**src/mpsr_cfg.svh**
```systemverilog
// Purpose: Named constants for the mixed protocol serial router.
// Assumes: 125 MHz core clock; timers count in millisecond ticks.
// Notes:   Definitions only; included by the package and the router.
`ifndef MPSR_CFG_SVH
`define MPSR_CFG_SVH
`define MPSR_CLK_NS      8
`define MPSR_MS_NS       1000000
`define MPSR_RNP_MAX     8'h63
`define MPSR_MB_MAX      8'hC7
`define MPSR_MB_OFS      8'h64
`define MPSR_WILD_DROP   8'hC9
`define MPSR_MB_LOCAL    8'hFF
`define MPSR_FIFO_DEPTH  32
`define MPSR_ST_IDLE     3'h0
`define MPSR_ST_RTS      3'h1
`define MPSR_ST_SEND     3'h3
`define MPSR_ST_WAIT     3'h2
`define MPSR_ST_PAUSE    3'h6
`endif

```
**src/mpsr_pkg.sv**
```systemverilog
// Purpose: Types shared by the router and its bench.
// Assumes: Constants come from mpsr_cfg.svh.
// Notes:   Holds types only.
`include "mpsr_cfg.svh"
package mpsr_pkg;
    // Controller states, Gray coded along idle, rts, send, wait, pause.
    typedef enum logic [2:0] {
        ST_IDLE  = `MPSR_ST_IDLE,
        ST_RTS   = `MPSR_ST_RTS,
        ST_SEND  = `MPSR_ST_SEND,
        ST_WAIT  = `MPSR_ST_WAIT,
        ST_PAUSE = `MPSR_ST_PAUSE
    } mpsr_state_e;
    // What was done with a message.
    typedef enum logic [3:0] {
        P_NONE, P_RNP, P_MODBUS, P_BID, P_LOCAL, P_FWD,
        P_MBTAB, P_ERROR, P_NOREPLY, P_REFUSE, P_DISCARD
    } mpsr_path_e;
    // Message descriptor entering the router.
    typedef struct packed {
        logic       from_line;  // Arrived on the serial line as a slave.
        logic       vendor;     // Framing looks like vendor protocol.
        logic       chk_ok;     // Check field was good.
        logic [3:0] route_len;  // Number of drops in the route.
        logic [7:0] first_drop; // First route drop.
        logic [7:0] next_drop;  // Drop after this port's own drop.
        logic [7:0] mb_addr;    // Modbus slave address of the frame.
    } mpsr_msg_s;
    // Dispatch result.
    typedef struct packed {
        mpsr_path_e path;
        logic [7:0] addr;
    } mpsr_res_s;
endpackage : mpsr_pkg

```
**src/mpsr_fifo.sv**
```systemverilog
// Purpose: Message FIFO with valid/ready on both sides.
// Assumes: Single clock; depth is a power of two.
// Notes:   Ready and valid come straight from flops.
`timescale 1ns/10ps
module mpsr_fifo #(
    parameter int W = 8,
    parameter int D = 32
) (
    // Clock and reset.
    input  wire logic         clk_i,
    input  wire logic         rst_i,
    // Fill side.
    input  wire logic [W-1:0] in_data_i,
    input  wire logic         in_valid_i,
    output logic              in_ready_o,
    // Drain side.
    output logic [W-1:0]      out_data_o,
    output logic              out_valid_o,
    input  wire logic         out_ready_i
);
    localparam int AW = $clog2(D);
    // Pointer and flag state.
    typedef struct packed {
        logic [AW-1:0] wp;
        logic [AW-1:0] rp;
        logic [AW:0]   cnt;
        logic          room;
        logic          avail;
    } mpsr_fifo_s;
    mpsr_fifo_s   s_q;   // Registered state.
    mpsr_fifo_s   s_d;   // Next state.
    logic [W-1:0] mem [D]; // Storage words.
    logic         wr;    // Write this cycle.
    logic         rd;    // Read this cycle.

    assign wr = in_valid_i & s_q.room;
    assign rd = out_ready_i & s_q.avail;
    assign in_ready_o  = s_q.room;
    assign out_valid_o = s_q.avail;
    assign out_data_o  = mem[s_q.rp];

    // Next pointers; flags are precomputed so the ports stay registered.
    always_comb
    begin
        s_d = s_q;
        if (wr) s_d.wp = s_q.wp + 1'b1;
        if (rd) s_d.rp = s_q.rp + 1'b1;
        s_d.cnt   = s_q.cnt + (AW+1)'(wr) - (AW+1)'(rd);
        s_d.room  = s_d.cnt != (AW+1)'(D);
        s_d.avail = s_d.cnt != '0;
    end

    // State and storage registers.
    always_ff @(posedge clk_i or posedge rst_i)
    begin
        if (rst_i) begin
            s_q <= '{wp: '0, rp: '0, cnt: '0, room: 1'b1, avail: 1'b0};
        end else begin
            s_q <= s_d;
            if (wr) mem[s_q.wp] <= in_data_i;
        end
    end
endmodule : mpsr_fifo

```
**src/mpsr_router.sv**
```systemverilog
// Purpose: Message dispatcher for one serial port in mixed drop or dual slave mode.
// Assumes: Serial framing, CRC and the routing table live outside.
// Notes:   Timers count millisecond ticks of a prescaler.
// Function
// - Next drop 0..99 goes as network packet.
// - Next drop 100..199 goes Modbus, address minus 100.
// - Mixed drop port refuses incoming slave messages.
// - One CTS timer, pause, count for both.
// - Modbus never retried; network packets use retries.
// - Manual and automatic bid polling as usual.
// - Dual slave accepts vendor and Modbus frames.
// - Every vendor message with a good check gets data or error reply.
// - Vendor route starts own drop or 201.
// - Empty vendor route accesses local registers.
// - Modbus via routing table; 255 is local.
// - Raise RTS, wait delay and CTS, send.
// - Two-wire: driver off unless sending, receiver off while sending.
`timescale 1ns/10ps
`include "mpsr_cfg.svh"
module mpsr_router #(
    parameter int MS_CYCLES = `MPSR_MS_NS / `MPSR_CLK_NS
) (
    // Clock and reset.
    input  wire logic               CLK_I,
    input  wire logic               RESET_I,
    // Configuration.
    input  wire logic               DUAL_MODE_I,
    input  wire logic               TWO_WIRE_I,
    input  wire logic [7:0]         OWN_DROP_I,
    input  wire logic [7:0]         CTS_DELAY_I,
    input  wire logic [7:0]         PAUSE_I,
    input  wire logic [7:0]         MSG_COUNT_I,
    input  wire logic [7:0]         REPLY_TMO_I,
    input  wire logic [3:0]         ATTEMPTS_I,
    input  wire logic [7:0]         BID_INTERVAL_I,
    input  wire logic               BID_REQ_I,
    // Message input.
    input  wire mpsr_pkg::mpsr_msg_s MSG_I,
    input  wire logic               MSG_VALID_I,
    output logic                    MSG_READY_O,
    // Line control.
    input  wire logic               CTS_I,
    input  wire logic               TX_DONE_I,
    input  wire logic               REPLY_I,
    output logic                    RTS_O,
    output logic                    TX_START_O,
    output logic                    TX_OE_O,
    output logic                    RX_EN_O,
    // Results.
    output mpsr_pkg::mpsr_res_s     RES_O,
    output logic                    RES_VALID_O,
    output logic                    BUSY_O
);
    ////////////////////////////////////////////////////////////////////////////
    // Whole state of the block in one struct.
    typedef struct packed {
        mpsr_pkg::mpsr_state_e st;
        mpsr_pkg::mpsr_res_s   res;     // Current or last result.
        logic                  res_v;   // Result pulse.
        logic                  rnp;     // Current send may retry.
        logic [3:0]            tries;   // Retries used so far.
        logic [16:0]           pre;     // Millisecond prescaler.
        logic [7:0]            tmr;     // Millisecond timer.
        logic [7:0]            sent;    // Messages since last pause.
        logic [7:0]            bid_cnt; // Milliseconds since last automatic bid request.
        logic                  bid_pend;
        logic [2:0]            cts_s;   // CTS synchroniser chain.
        logic                  cts;     // Filtered CTS level.
        logic                  rts;
        logic                  tx_start;
        logic                  txoe;
        logic                  rxen;
        logic                  busy;    // Registered busy level.
    } mpsr_rt_s;
    mpsr_rt_s            s_q;    // Registered state.
    mpsr_rt_s            s_d;    // Next state.
    mpsr_pkg::mpsr_msg_s f_msg;  // FIFO head.
    logic                f_valid; // FIFO head valid.
    logic                pop;    // Controller can take a message.
    logic                tick;   // One-millisecond strobe.
    mpsr_pkg::mpsr_res_s dec;    // Decision for the FIFO head.
    logic                f_room; // FIFO can accept.

    ////////////////////////////////////////////////////////////////////////////
    // Routing decision for one message.
    function automatic mpsr_pkg::mpsr_res_s route(input mpsr_pkg::mpsr_msg_s m,
                                                  input logic dual,
                                                  input logic [7:0] own);
        mpsr_pkg::mpsr_res_s r;
        r = '{path: mpsr_pkg::P_ERROR, addr: m.next_drop};
        if (dual) begin
            // Corrupt frames are dropped before any path is chosen.
            if (!m.chk_ok) r.path = mpsr_pkg::P_DISCARD;
            else if (m.vendor) begin
                r.addr = m.first_drop;
                if (m.route_len == 4'h0) r.path = mpsr_pkg::P_LOCAL;
                else if (m.first_drop == own || m.first_drop == `MPSR_WILD_DROP)
                    r.path = mpsr_pkg::P_FWD;
                else r.path = mpsr_pkg::P_ERROR;
            end else begin
                r.addr = m.mb_addr;
                r.path = (m.mb_addr == `MPSR_MB_LOCAL) ? mpsr_pkg::P_LOCAL
                                                        : mpsr_pkg::P_MBTAB;
            end
        end else if (m.from_line) begin
            r.path = mpsr_pkg::P_REFUSE;
        end else if (m.next_drop <= `MPSR_RNP_MAX) begin
            r.path = mpsr_pkg::P_RNP;
        end else if (m.next_drop <= `MPSR_MB_MAX) begin
            r.path = mpsr_pkg::P_MODBUS;
            r.addr = m.next_drop - `MPSR_MB_OFS;
        end
        // Anything left over keeps the error reply.
        return r;
    endfunction : route

    ////////////////////////////////////////////////////////////////////////////
    // Incoming messages wait here so the upstream source is stalled honestly.
    mpsr_fifo #(.W($bits(mpsr_pkg::mpsr_msg_s)), .D(`MPSR_FIFO_DEPTH)) u_fifo (
        .clk_i       (CLK_I),
        .rst_i       (RESET_I),
        .in_data_i   (MSG_I),
        .in_valid_i  (MSG_VALID_I),
        .in_ready_o  (f_room),
        .out_data_o  (f_msg),
        .out_valid_o (f_valid),
        .out_ready_i (pop)
    );

    // Pending bids go first; in dual mode no bid is ever originated.
    assign pop  = (s_q.st == mpsr_pkg::ST_IDLE) && !(s_q.bid_pend && !DUAL_MODE_I);
    assign tick = s_q.pre == 17'(MS_CYCLES - 1);
    assign dec  = route(f_msg, DUAL_MODE_I, OWN_DROP_I);

    ////////////////////////////////////////////////////////////////////////////
    // Next-state logic for the whole controller.
    always_comb
    begin
        s_d = s_q;
        s_d.res_v = 1'b0;
        s_d.tx_start = 1'b0;
        s_d.pre = tick ? 17'h0 : s_q.pre + 17'h1;
        if (tick && s_q.tmr != 8'hFF) s_d.tmr = s_q.tmr + 8'h1;
        // Only the second and third stages are compared; the first is a bare flop.
        s_d.cts_s = {s_q.cts_s[1:0], CTS_I};
        if (s_q.cts_s[2] == s_q.cts_s[1]) s_d.cts = s_q.cts_s[2];
        case (s_q.st)
            mpsr_pkg::ST_IDLE:
            begin
                if (s_q.bid_pend && !DUAL_MODE_I) begin
                    // Bids behave like ordinary network polls, retries included.
                    s_d.bid_pend = 1'b0;
                    s_d.res = '{path: mpsr_pkg::P_BID, addr: 8'h0};
                    s_d.rnp = 1'b1;
                    s_d.tries = 4'h0;
                    s_d.st = mpsr_pkg::ST_RTS;
                    s_d.rts = 1'b1;
                    s_d.tmr = 8'h0;
                end else if (f_valid) begin
                    s_d.res = dec;
                    s_d.rnp = dec.path != mpsr_pkg::P_MODBUS;
                    s_d.tries = 4'h0;
                    if (dec.path == mpsr_pkg::P_RNP || dec.path == mpsr_pkg::P_MODBUS)
                    begin
                        s_d.st = mpsr_pkg::ST_RTS;
                        s_d.rts = 1'b1;
                        s_d.tmr = 8'h0;
                    end else begin
                        s_d.res_v = 1'b1;
                    end
                end
            end
            mpsr_pkg::ST_RTS:
            begin
                // One shared CTS delay for both protocols; zero waits only for CTS.
                if (s_q.tmr >= CTS_DELAY_I && s_q.cts) begin
                    s_d.st = mpsr_pkg::ST_SEND;
                    s_d.tx_start = 1'b1;
                end
            end
            mpsr_pkg::ST_SEND:
            begin
                if (TX_DONE_I) begin
                    s_d.st = mpsr_pkg::ST_WAIT;
                    s_d.rts = 1'b0;
                    s_d.tmr = 8'h0;
                end
            end
            mpsr_pkg::ST_WAIT:
            begin
                if (REPLY_I || s_q.tmr >= REPLY_TMO_I) begin
                    if (!REPLY_I && s_q.rnp && (s_q.tries + 4'h1) < ATTEMPTS_I) begin
                        s_d.tries = s_q.tries + 4'h1;
                        s_d.st = mpsr_pkg::ST_RTS;
                        s_d.rts = 1'b1;
                        s_d.tmr = 8'h0;
                    end else begin
                        // Modbus falls straight through here with no retry.
                        if (!REPLY_I)
                            s_d.res.path = s_q.rnp ? mpsr_pkg::P_ERROR
                                                   : mpsr_pkg::P_NOREPLY;
                        s_d.res_v = 1'b1;
                        s_d.sent = s_q.sent + 8'h1;
                        s_d.st = mpsr_pkg::ST_IDLE;
                        if (MSG_COUNT_I != 8'h0 && s_q.sent + 8'h1 >= MSG_COUNT_I) begin
                            s_d.sent = 8'h0;
                            s_d.st = mpsr_pkg::ST_PAUSE;
                            s_d.tmr = 8'h0;
                        end
                    end
                end
            end
            mpsr_pkg::ST_PAUSE:
            begin
                if (s_q.tmr >= PAUSE_I) s_d.st = mpsr_pkg::ST_IDLE;
            end
            default:
            begin
                s_d.st = mpsr_pkg::ST_IDLE;
                s_d.rts = 1'b0;
            end
        endcase
        // A disabled count starts afresh, so enabling it never pauses at once.
        if (MSG_COUNT_I == 8'h0) s_d.sent = 8'h0;
        // Automatic bid timer; placed last so a new request beats the clear.
        if (!DUAL_MODE_I && BID_INTERVAL_I != 8'h0 && tick) begin
            s_d.bid_cnt = s_q.bid_cnt + 8'h1;
            if (s_q.bid_cnt + 8'h1 >= BID_INTERVAL_I) begin
                s_d.bid_cnt = 8'h0;
                s_d.bid_pend = 1'b1;
            end
        end
        if (BID_REQ_I && !DUAL_MODE_I) s_d.bid_pend = 1'b1;
        // In two-wire operation the driver follows the send state only.
        s_d.txoe = !TWO_WIRE_I || s_d.st == mpsr_pkg::ST_SEND;
        s_d.rxen = !(TWO_WIRE_I && s_d.st == mpsr_pkg::ST_SEND);
        // Busy is registered so the output comes straight from a flop.
        s_d.busy = s_d.st != mpsr_pkg::ST_IDLE;
    end

    // State register; reset loads constants only.
    always_ff @(posedge CLK_I or posedge RESET_I)
    begin
        if (RESET_I) s_q <= '{st: mpsr_pkg::ST_IDLE, res: '{mpsr_pkg::P_NONE, 8'h0},
                              rxen: 1'b1, default: '0};
        else s_q <= s_d;
    end

    assign MSG_READY_O = f_room;
    assign RTS_O       = s_q.rts;
    assign TX_START_O  = s_q.tx_start;
    assign TX_OE_O     = s_q.txoe;
    assign RX_EN_O     = s_q.rxen;
    assign RES_O       = s_q.res;
    assign RES_VALID_O = s_q.res_v;
    assign BUSY_O      = s_q.busy;

    ////////////////////////////////////////////////////////////////////////////
    // Checks on routing and line control.
    a_rnp_range: assert property (@(posedge CLK_I) disable iff (RESET_I)
        pop && f_valid && !DUAL_MODE_I && !f_msg.from_line && f_msg.next_drop <= `MPSR_RNP_MAX
        |=> RTS_O && RES_O.path == mpsr_pkg::P_RNP) else $error("drop 0..99 not sent as packet");
    a_mb_addr: assert property (@(posedge CLK_I) disable iff (RESET_I)
        pop && f_valid && !DUAL_MODE_I && !f_msg.from_line
            && f_msg.next_drop > `MPSR_RNP_MAX && f_msg.next_drop <= `MPSR_MB_MAX
        |=> RES_O.path == mpsr_pkg::P_MODBUS
            && RES_O.addr == $past(f_msg.next_drop) - `MPSR_MB_OFS)
        else $error("bad modbus address");
    a_refuse_slave: assert property (@(posedge CLK_I) disable iff (RESET_I)
        pop && f_valid && !DUAL_MODE_I && f_msg.from_line
        |=> RES_VALID_O && !RTS_O && RES_O.path == mpsr_pkg::P_REFUSE)
        else $error("slave message taken");
    a_cts_gate: assert property (@(posedge CLK_I) disable iff (RESET_I)
        $rose(TX_START_O) |-> $past(s_q.cts) && RTS_O) else $error("sent without cts");
    a_rx_off: assert property (@(posedge CLK_I) disable iff (RESET_I)
        TWO_WIRE_I && $past(TWO_WIRE_I) && !RX_EN_O |-> TX_OE_O)
        else $error("receiver off while idle");
    a_no_mb_retry: assert property (@(posedge CLK_I) disable iff (RESET_I)
        s_q.st == mpsr_pkg::ST_WAIT && !s_q.rnp && !REPLY_I && s_q.tmr >= REPLY_TMO_I
        |=> RES_VALID_O && !RTS_O) else $error("modbus retried");
    a_local_empty: assert property (@(posedge CLK_I) disable iff (RESET_I)
        pop && f_valid && DUAL_MODE_I && f_msg.chk_ok && f_msg.vendor && f_msg.route_len == 4'h0
        |=> RES_VALID_O && RES_O.path == mpsr_pkg::P_LOCAL) else $error("empty route not local");
    a_err_range: assert property (@(posedge CLK_I) disable iff (RESET_I)
        pop && f_valid && !DUAL_MODE_I && !f_msg.from_line && f_msg.next_drop > `MPSR_MB_MAX
        |=> RES_VALID_O && RES_O.path == mpsr_pkg::P_ERROR)
        else $error("out of range not refused");
    a_local_255: assert property (@(posedge CLK_I) disable iff (RESET_I)
        pop && f_valid && DUAL_MODE_I && f_msg.chk_ok && !f_msg.vendor && f_msg.mb_addr == 8'hFF
        |=> RES_O.path == mpsr_pkg::P_LOCAL) else $error("address 255 not local");
endmodule : mpsr_router
```
**config.mk**
```make
export PLATFORM = sky130hd
export DESIGN_NAME = mpsr_router
export DESIGN_NICKNAME = d
export VERILOG_FILES = /design/src/mpsr_pkg.sv /design/src/mpsr_fifo.sv /design/src/mpsr_router.sv
export VERILOG_INCLUDE_DIRS = /design/src /design/src/src
export SDC_FILE = /design/constraint.sdc
export NUM_CORES = 1
export LEC_CHECK = 0
export ABC_CLOCK_PERIOD_IN_PS = 4500
export BUFFER_PORTS_ARGS = -buffer_cell sky130_fd_sc_hd__buf_4
export CAP_MARGIN = 10
export CORE_ASPECT_RATIO = 0.75
export CORE_MARGIN = 2
export CORE_UTILIZATION = 65
export CTS_BUF_LIST = sky130_fd_sc_hd__clkbuf_4
export CTS_CLUSTER_DIAMETER = 200
export DETAILED_ROUTE_END_ITERATION = 12
export GPL_ROUTABILITY_DRIVEN = 0
export PLACE_DENSITY = 0.82
export SLEW_MARGIN = 15
export SYNTH_ARGS = -nofsm -noshare
export SYNTH_HDL_FRONTEND = slang
export SYNTH_HIERARCHICAL = 1
export SYNTH_SLANG_ARGS = --single-unit
```
**constraint.sdc**
```tcl
create_clock -name CLK_I -period 4.5 [get_ports CLK_I]
set_input_delay 1.35 -clock CLK_I [delete_from_list [all_inputs] [get_ports CLK_I]]
set_output_delay 1.35 -clock CLK_I [all_outputs]
set_load 0.05 [all_outputs]
```
After elaboration in Yosys (flattened, before gate mapping)
Memory sizes are Yosys's and may differ from the RTL's.
Index checks and enable logic that the tools add are counted.
{"block": "op_classes", "n_lt_le_gt_ge": 8, "div_mod_pow": 0, "n_mul": 0, "add_sub_neg": 10, "bitwise": 3, "n_shift": 0, "n_mux": 64, "n_eq_ne": 23, "n_reduce_logical": 39}
{"cell": "$mux 8", "n": 12}
{"cell": "$ge 8x8->1", "n": 5}
{"cell": "$mux 16", "n": 2}
{"cell": "$mux 4", "n": 7}
{"cell": "$add 8x1->8 const B", "n": 3}
{"cell": "$pmux 8 s3", "n": 1}
{"cell": "$mux 21", "n": 1}
{"cell": "$mux 3", "n": 7}
{"cell": "$mux 1", "n": 18}
{"cell": "$add 17x1->17 const B", "n": 1}
{"cell": "$eq 17x17->1 const B", "n": 1}
{"cell": "$mux 17", "n": 1}
{"cell": "$eq 8x8->1 const B", "n": 2}
{"cell": "$pmux 4 s2", "n": 2}
{"cell": "$reduce_bool 8->1", "n": 2}
{"cell": "$mux 15", "n": 1}
{"cell": "$pmux 3 s5", "n": 1}
{"cell": "$logic_and 1x1->1", "n": 12}
{"cell": "$mux 12", "n": 1}
{"cell": "$mux 11", "n": 1}
{"cell": "$add 5x1->5 const B", "n": 2}
{"cell": "$mux 10", "n": 1}
{"cell": "$ne 2x2->1 const B", "n": 5}
{"cell": "$eq 3x2->1 const B", "n": 3}
{"cell": "40 further kinds", "n": 55}
{"block": "totals", "latch_bits": 0, "ram_bits": 992, "regBits": 90, "out_inout_bits": 19, "elab_cells": 171, "rom_bits": 0, "memories": 1, "in_bits": 92}
{"name": "u_fifo.mem", "depth": 32, "word_bits": 31, "rd": 1, "rd_ports_with_merged_regs": 0, "write_ports": 1, "line_no": "mpsr_fifo.sv:32", "text": "logic [W-1:0] mem [D];"}

Longest topological paths before layout
An unclocked memory read counts as a cell.
{"block": "logic_depth", "word_depth": 17, "ltp_mapped": 17, "depth_no_buf": 13}

Modules after synthesis
The synthesis kept the hierarchy.
{"mod": "mpsr_fifo", "instances": 1, "area_per_inst_um2": 38503.2, "seq_area_each_um2": 30240.3, "cells_each": 1752}
{"mod": "mpsr_router", "instances": 1, "area_per_inst_um2": 5232.5, "seq_area_each_um2": 1803.0, "cells_each": 575}

Worst setup path before layout
OpenSTA, ideal clock, no wires.
{"block": "synth_timing", "path_kind": "input-to-reg", "start": "input port DUAL_MODE_I", "end": "register u_fifo.s_q (netlist bit u_fifo/out_valid_o)", "required_time_ps": 4362, "setup_slack_ps": 490, "n_path_buf": 1, "arrival_ps": 3871, "setup_ps": 138, "path_stages": 12, "cell_sequence": "nor2b_1 -> nor4_1 -> and2_1 -> clkbuf_1 -> ha_1 -> inv_1 -> ha_1 -> inv_1 -> fa_1 -> inv_1 -> or3_1 -> or4b_1"}
{"element": "start: declaration", "line_no": "mpsr_router.sv:27", "text": "input wire logic DUAL_MODE_I,"}
{"element": "end signal: assignment", "line_no": "mpsr_fifo.sv:57", "text": "s_q <= '{wp: '0, rp: '0, cnt: '0, room: 1'b1, avail: 1'b0};"}
{"element": "end: declaration", "line_no": "mpsr_fifo.sv:30", "text": "mpsr_fifo_s s_q;"}

==> run_results.csv <==
group,metric,value,unit
outcome,status,"complete, no violations",
sta,tightest_slew,1.03,ns
floorplanning,fp.dieH,229,um
floorplanning,start_util,0.656,
clock_network,h-tree-depth,4,
detailed_routing,first_pass_iters,6,
min_path,hold_class,"in -> reg",
detailed_routing,post-route-drc-count,0,
clock_network,post_cts_buffers,0,
grt,gr-total-overflow,0,
critical_path,cp.required,5.47,ns
grt,grtUsageTotal,0.327,
floorplanning,fp.coreArea,66700,um2
critical_path,critPathSlowestCell,"buf_4",
layout,synthToLayoutAreaGrowth,13.2,%
flow_run,drv_cap,0,
synth,ys_warn_count,6,
layout,nNetsFinal,2807,
critical_path,timing.critical_path.cells,"buf_4, mux4_2, a211oi_1, a21oi_1, buf_4, nor2_1, inv_1, a311oi_2, a211oi_1, a31oi_1, a22o_1",
synth,synth_edf_count,992,
power,leakagePower,17.3,nW
clock_network,cts_resized,0,
floorplanning,chipWidth,304,um
sta,max_slew_margin,0.314,
critical_path,startpoint_type,"register",
layout,final_layout_size_suffix_gt1_frac,0.299,
synth,synthFlopType,"edfxtp_1",
sta,period_needed,4.27,ns
sta,slew_violations,0,
sta,finalHoldViolations,0,
synth,postSynthAreaPerCell,18.8,um2
synth,synth_area,43700,um2
grt,grt_pass1_wl,161,mm
clock_network,cts_buffer_depth,3,
critical_path,cp.arrival,5.24,ns
sta,worst_slack,0.235,ns
power,cellPowerDensity,559,nW/um2
power,ir_worst_vdd,0.451,mV
detailed_routing,wl_per_cell,29.5,um
detailed_routing,viasPerCell,6.70,
clock_network,clockRootBuffer,"clkbuf_4",
synth,synth_top_area_cell,"edfxtp_1",
synth,seq_area_frac_synth,0.733,
grt,grt_pass1_vias,24900,
sta,finClkSkew,0.0882,ns
placed_design,numPortBuffers,110,
critical_path,slowest_delay,0.77,ns
placed_design,pre_cts_slack,0.334,ns
sta,setup-tns-final,0,ns
grt,antenna_found_initial,5,
grt,grt_max_degree,61,
sta,max_freq,234,MHz
clock_network,cts_buffers,236,
synth,ys_seq_elements,1082,
sta,finalCritPeriodShare,0.948,
sta,hold_slack,0.374,ns
synth,synthTopCellsByArea,"edfxtp_1 (68%), mux4_2 (9.7%), dfrtp_1 (5.0%)",
sta,rsz0062_at_grt,"false",
floorplanning,fp-row-count,82,
sta,setup_violations,0,
synth,syn-num-nets,2481,
synth,syn_inst,2327,
floorplanning,io_pins,111,
placed_design,hpwl,65.5,mm
layout,final_util,0.742,
synth,synth_cell_types,77,
detailed_routing,drt_wl_total,110,mm
layout,layout_common_cells,"edfxtp_1 (992), clkbuf_4 (367), buf_4 (198)",
layout,mostFrequentLayoutCell,"edfxtp_1",
clock_network,cts.reportedPaths.clkPinSlew,0.07,ns
critical_path,path_delay_family,"compound AO/OA/AOI/OAI gates",
synth,synth_top_area_frac,0.681,
clock_network,cts_tree,"built",
critical_path,cp_max_fo,59,
critical_path,crit_type,"reg -> reg",
detailed_routing,num_vias,25000,
clock_network,cts-hold-fix-buffers,0,
clock_network,insertion_delay,1.12,ns
floorplanning,die-area,69400,um2
critical_path,cp.buffers_inverters,3,
power,total_power,0.0277,W
synth,synthArstFlopShare,0.0832,
detailed_routing,drtIter0Drc,3568,
critical_path,endpoint_kind,"register",
clock_network,cts.sinks,1082,
detailed_routing,postRouteAntennaNets,0,
==> report_power, final <==
group | switching (W) | internal, W
registers | 0.000342 | 0.0114
clock network | 0.00371 | 0.00389
logic | 0.00489 | 0.00341
total | 0.00894 | 0.0187
==> Yosys cell counts (9+ instances only) <==
cell        n
a211oi_1   65
a21o_1      9
a21oi_1    53
a22o_1     39
a22oi_1    32
and3_1      9
buf_2      22
buf_4      22
buf_6      14
clkbuf_1   68
dfrtp_1    88
edfxtp_1  992
ha_1       61
inv_1      64
mux2i_1   136
mux4_2    188
nand2_1    53
nand2b_1   10
nand3_1    24
nand4_1    18
nor2_1     76
o21ai_0    31
o221ai_1   32
o22ai_1    35
xnor2_1    34
xor2_1     21
==> metal layers <==
metal | track usage | wire (um)
met3 | 0.0870 | 14100
met1 | 0.470 | 41000
met5 | 0 | 16
met2 | 0.485 | 51300
met4 | 0.130 | 3780
==> final timing paths <==
path,slack (ns),cells after the start,endpoint,startpoint
max reg2reg,0.23,11,RES_O[5],u_fifo/s_q[9]
max,0.23,11,RES_O[5],u_fifo/s_q[9]
min,0.37,1,s_d[7],CTS_I
min in group asynchronous,0.47,2,u_fifo/s_q[15],RESET_I
min reg2reg,0.37,0,s_d[8],s_d[7]
max in group asynchronous,3.05,3,RX_EN_O,RESET_I
==> cells by family after synthesis <==
| logic type | synth area share |
|---|---|
| flip-flops | 0.733 |
| AO/OA/AOI/OAI | 0.0572 |
| multiplexers | 0.129 |
| AND/OR/NAND/NOR | 0.0296 |
| buffers and inverters | 0.0218 |
| adder cells (fa/ha/maj) | 0.0181 |
| XOR/XNOR | 0.0110 |
==> state kept, by name (all words and copies together) (netlist names) <==
| register | count |
|---|---|
| RTS_O | 1 |
| RES_VALID_O | 1 |
| TX_OE_O | 1 |
| s_d | 2 |
| u_fifo/out_valid_o | 1 |
| RES_O | 12 |
| u_fifo/s_q | 16 |
| u_fifo/in_ready_o | 1 |
| u_fifo/mem | 992 |
| s_q | 52 |
| TX_START_O | 1 |
| RX_EN_O | 1 |
| BUSY_O | 1 |
==> through the flow <==
step / instance area (um2) / instances
floorplan: 43700 / 2327
global placement: 46300 / 3297
detailed placement: 46300 / 3297
CTS: 49500 / 3727
global route: 49500 / 3732
finish: 49500 / 3732
==> final cells by class <==
class	count	area, um2
Timing Repair Buffer	221	1940
Inverter	64	240
Multi-Input combinational cell	1048	11000
Tap cell	882	1100
Clock inverter	63	374
Fill cell	3769	17200
Sequential cell	1082	32100
Antenna cell	5	12.5
Clock buffer	367	2760
Power figures use the tool's default switching activity.
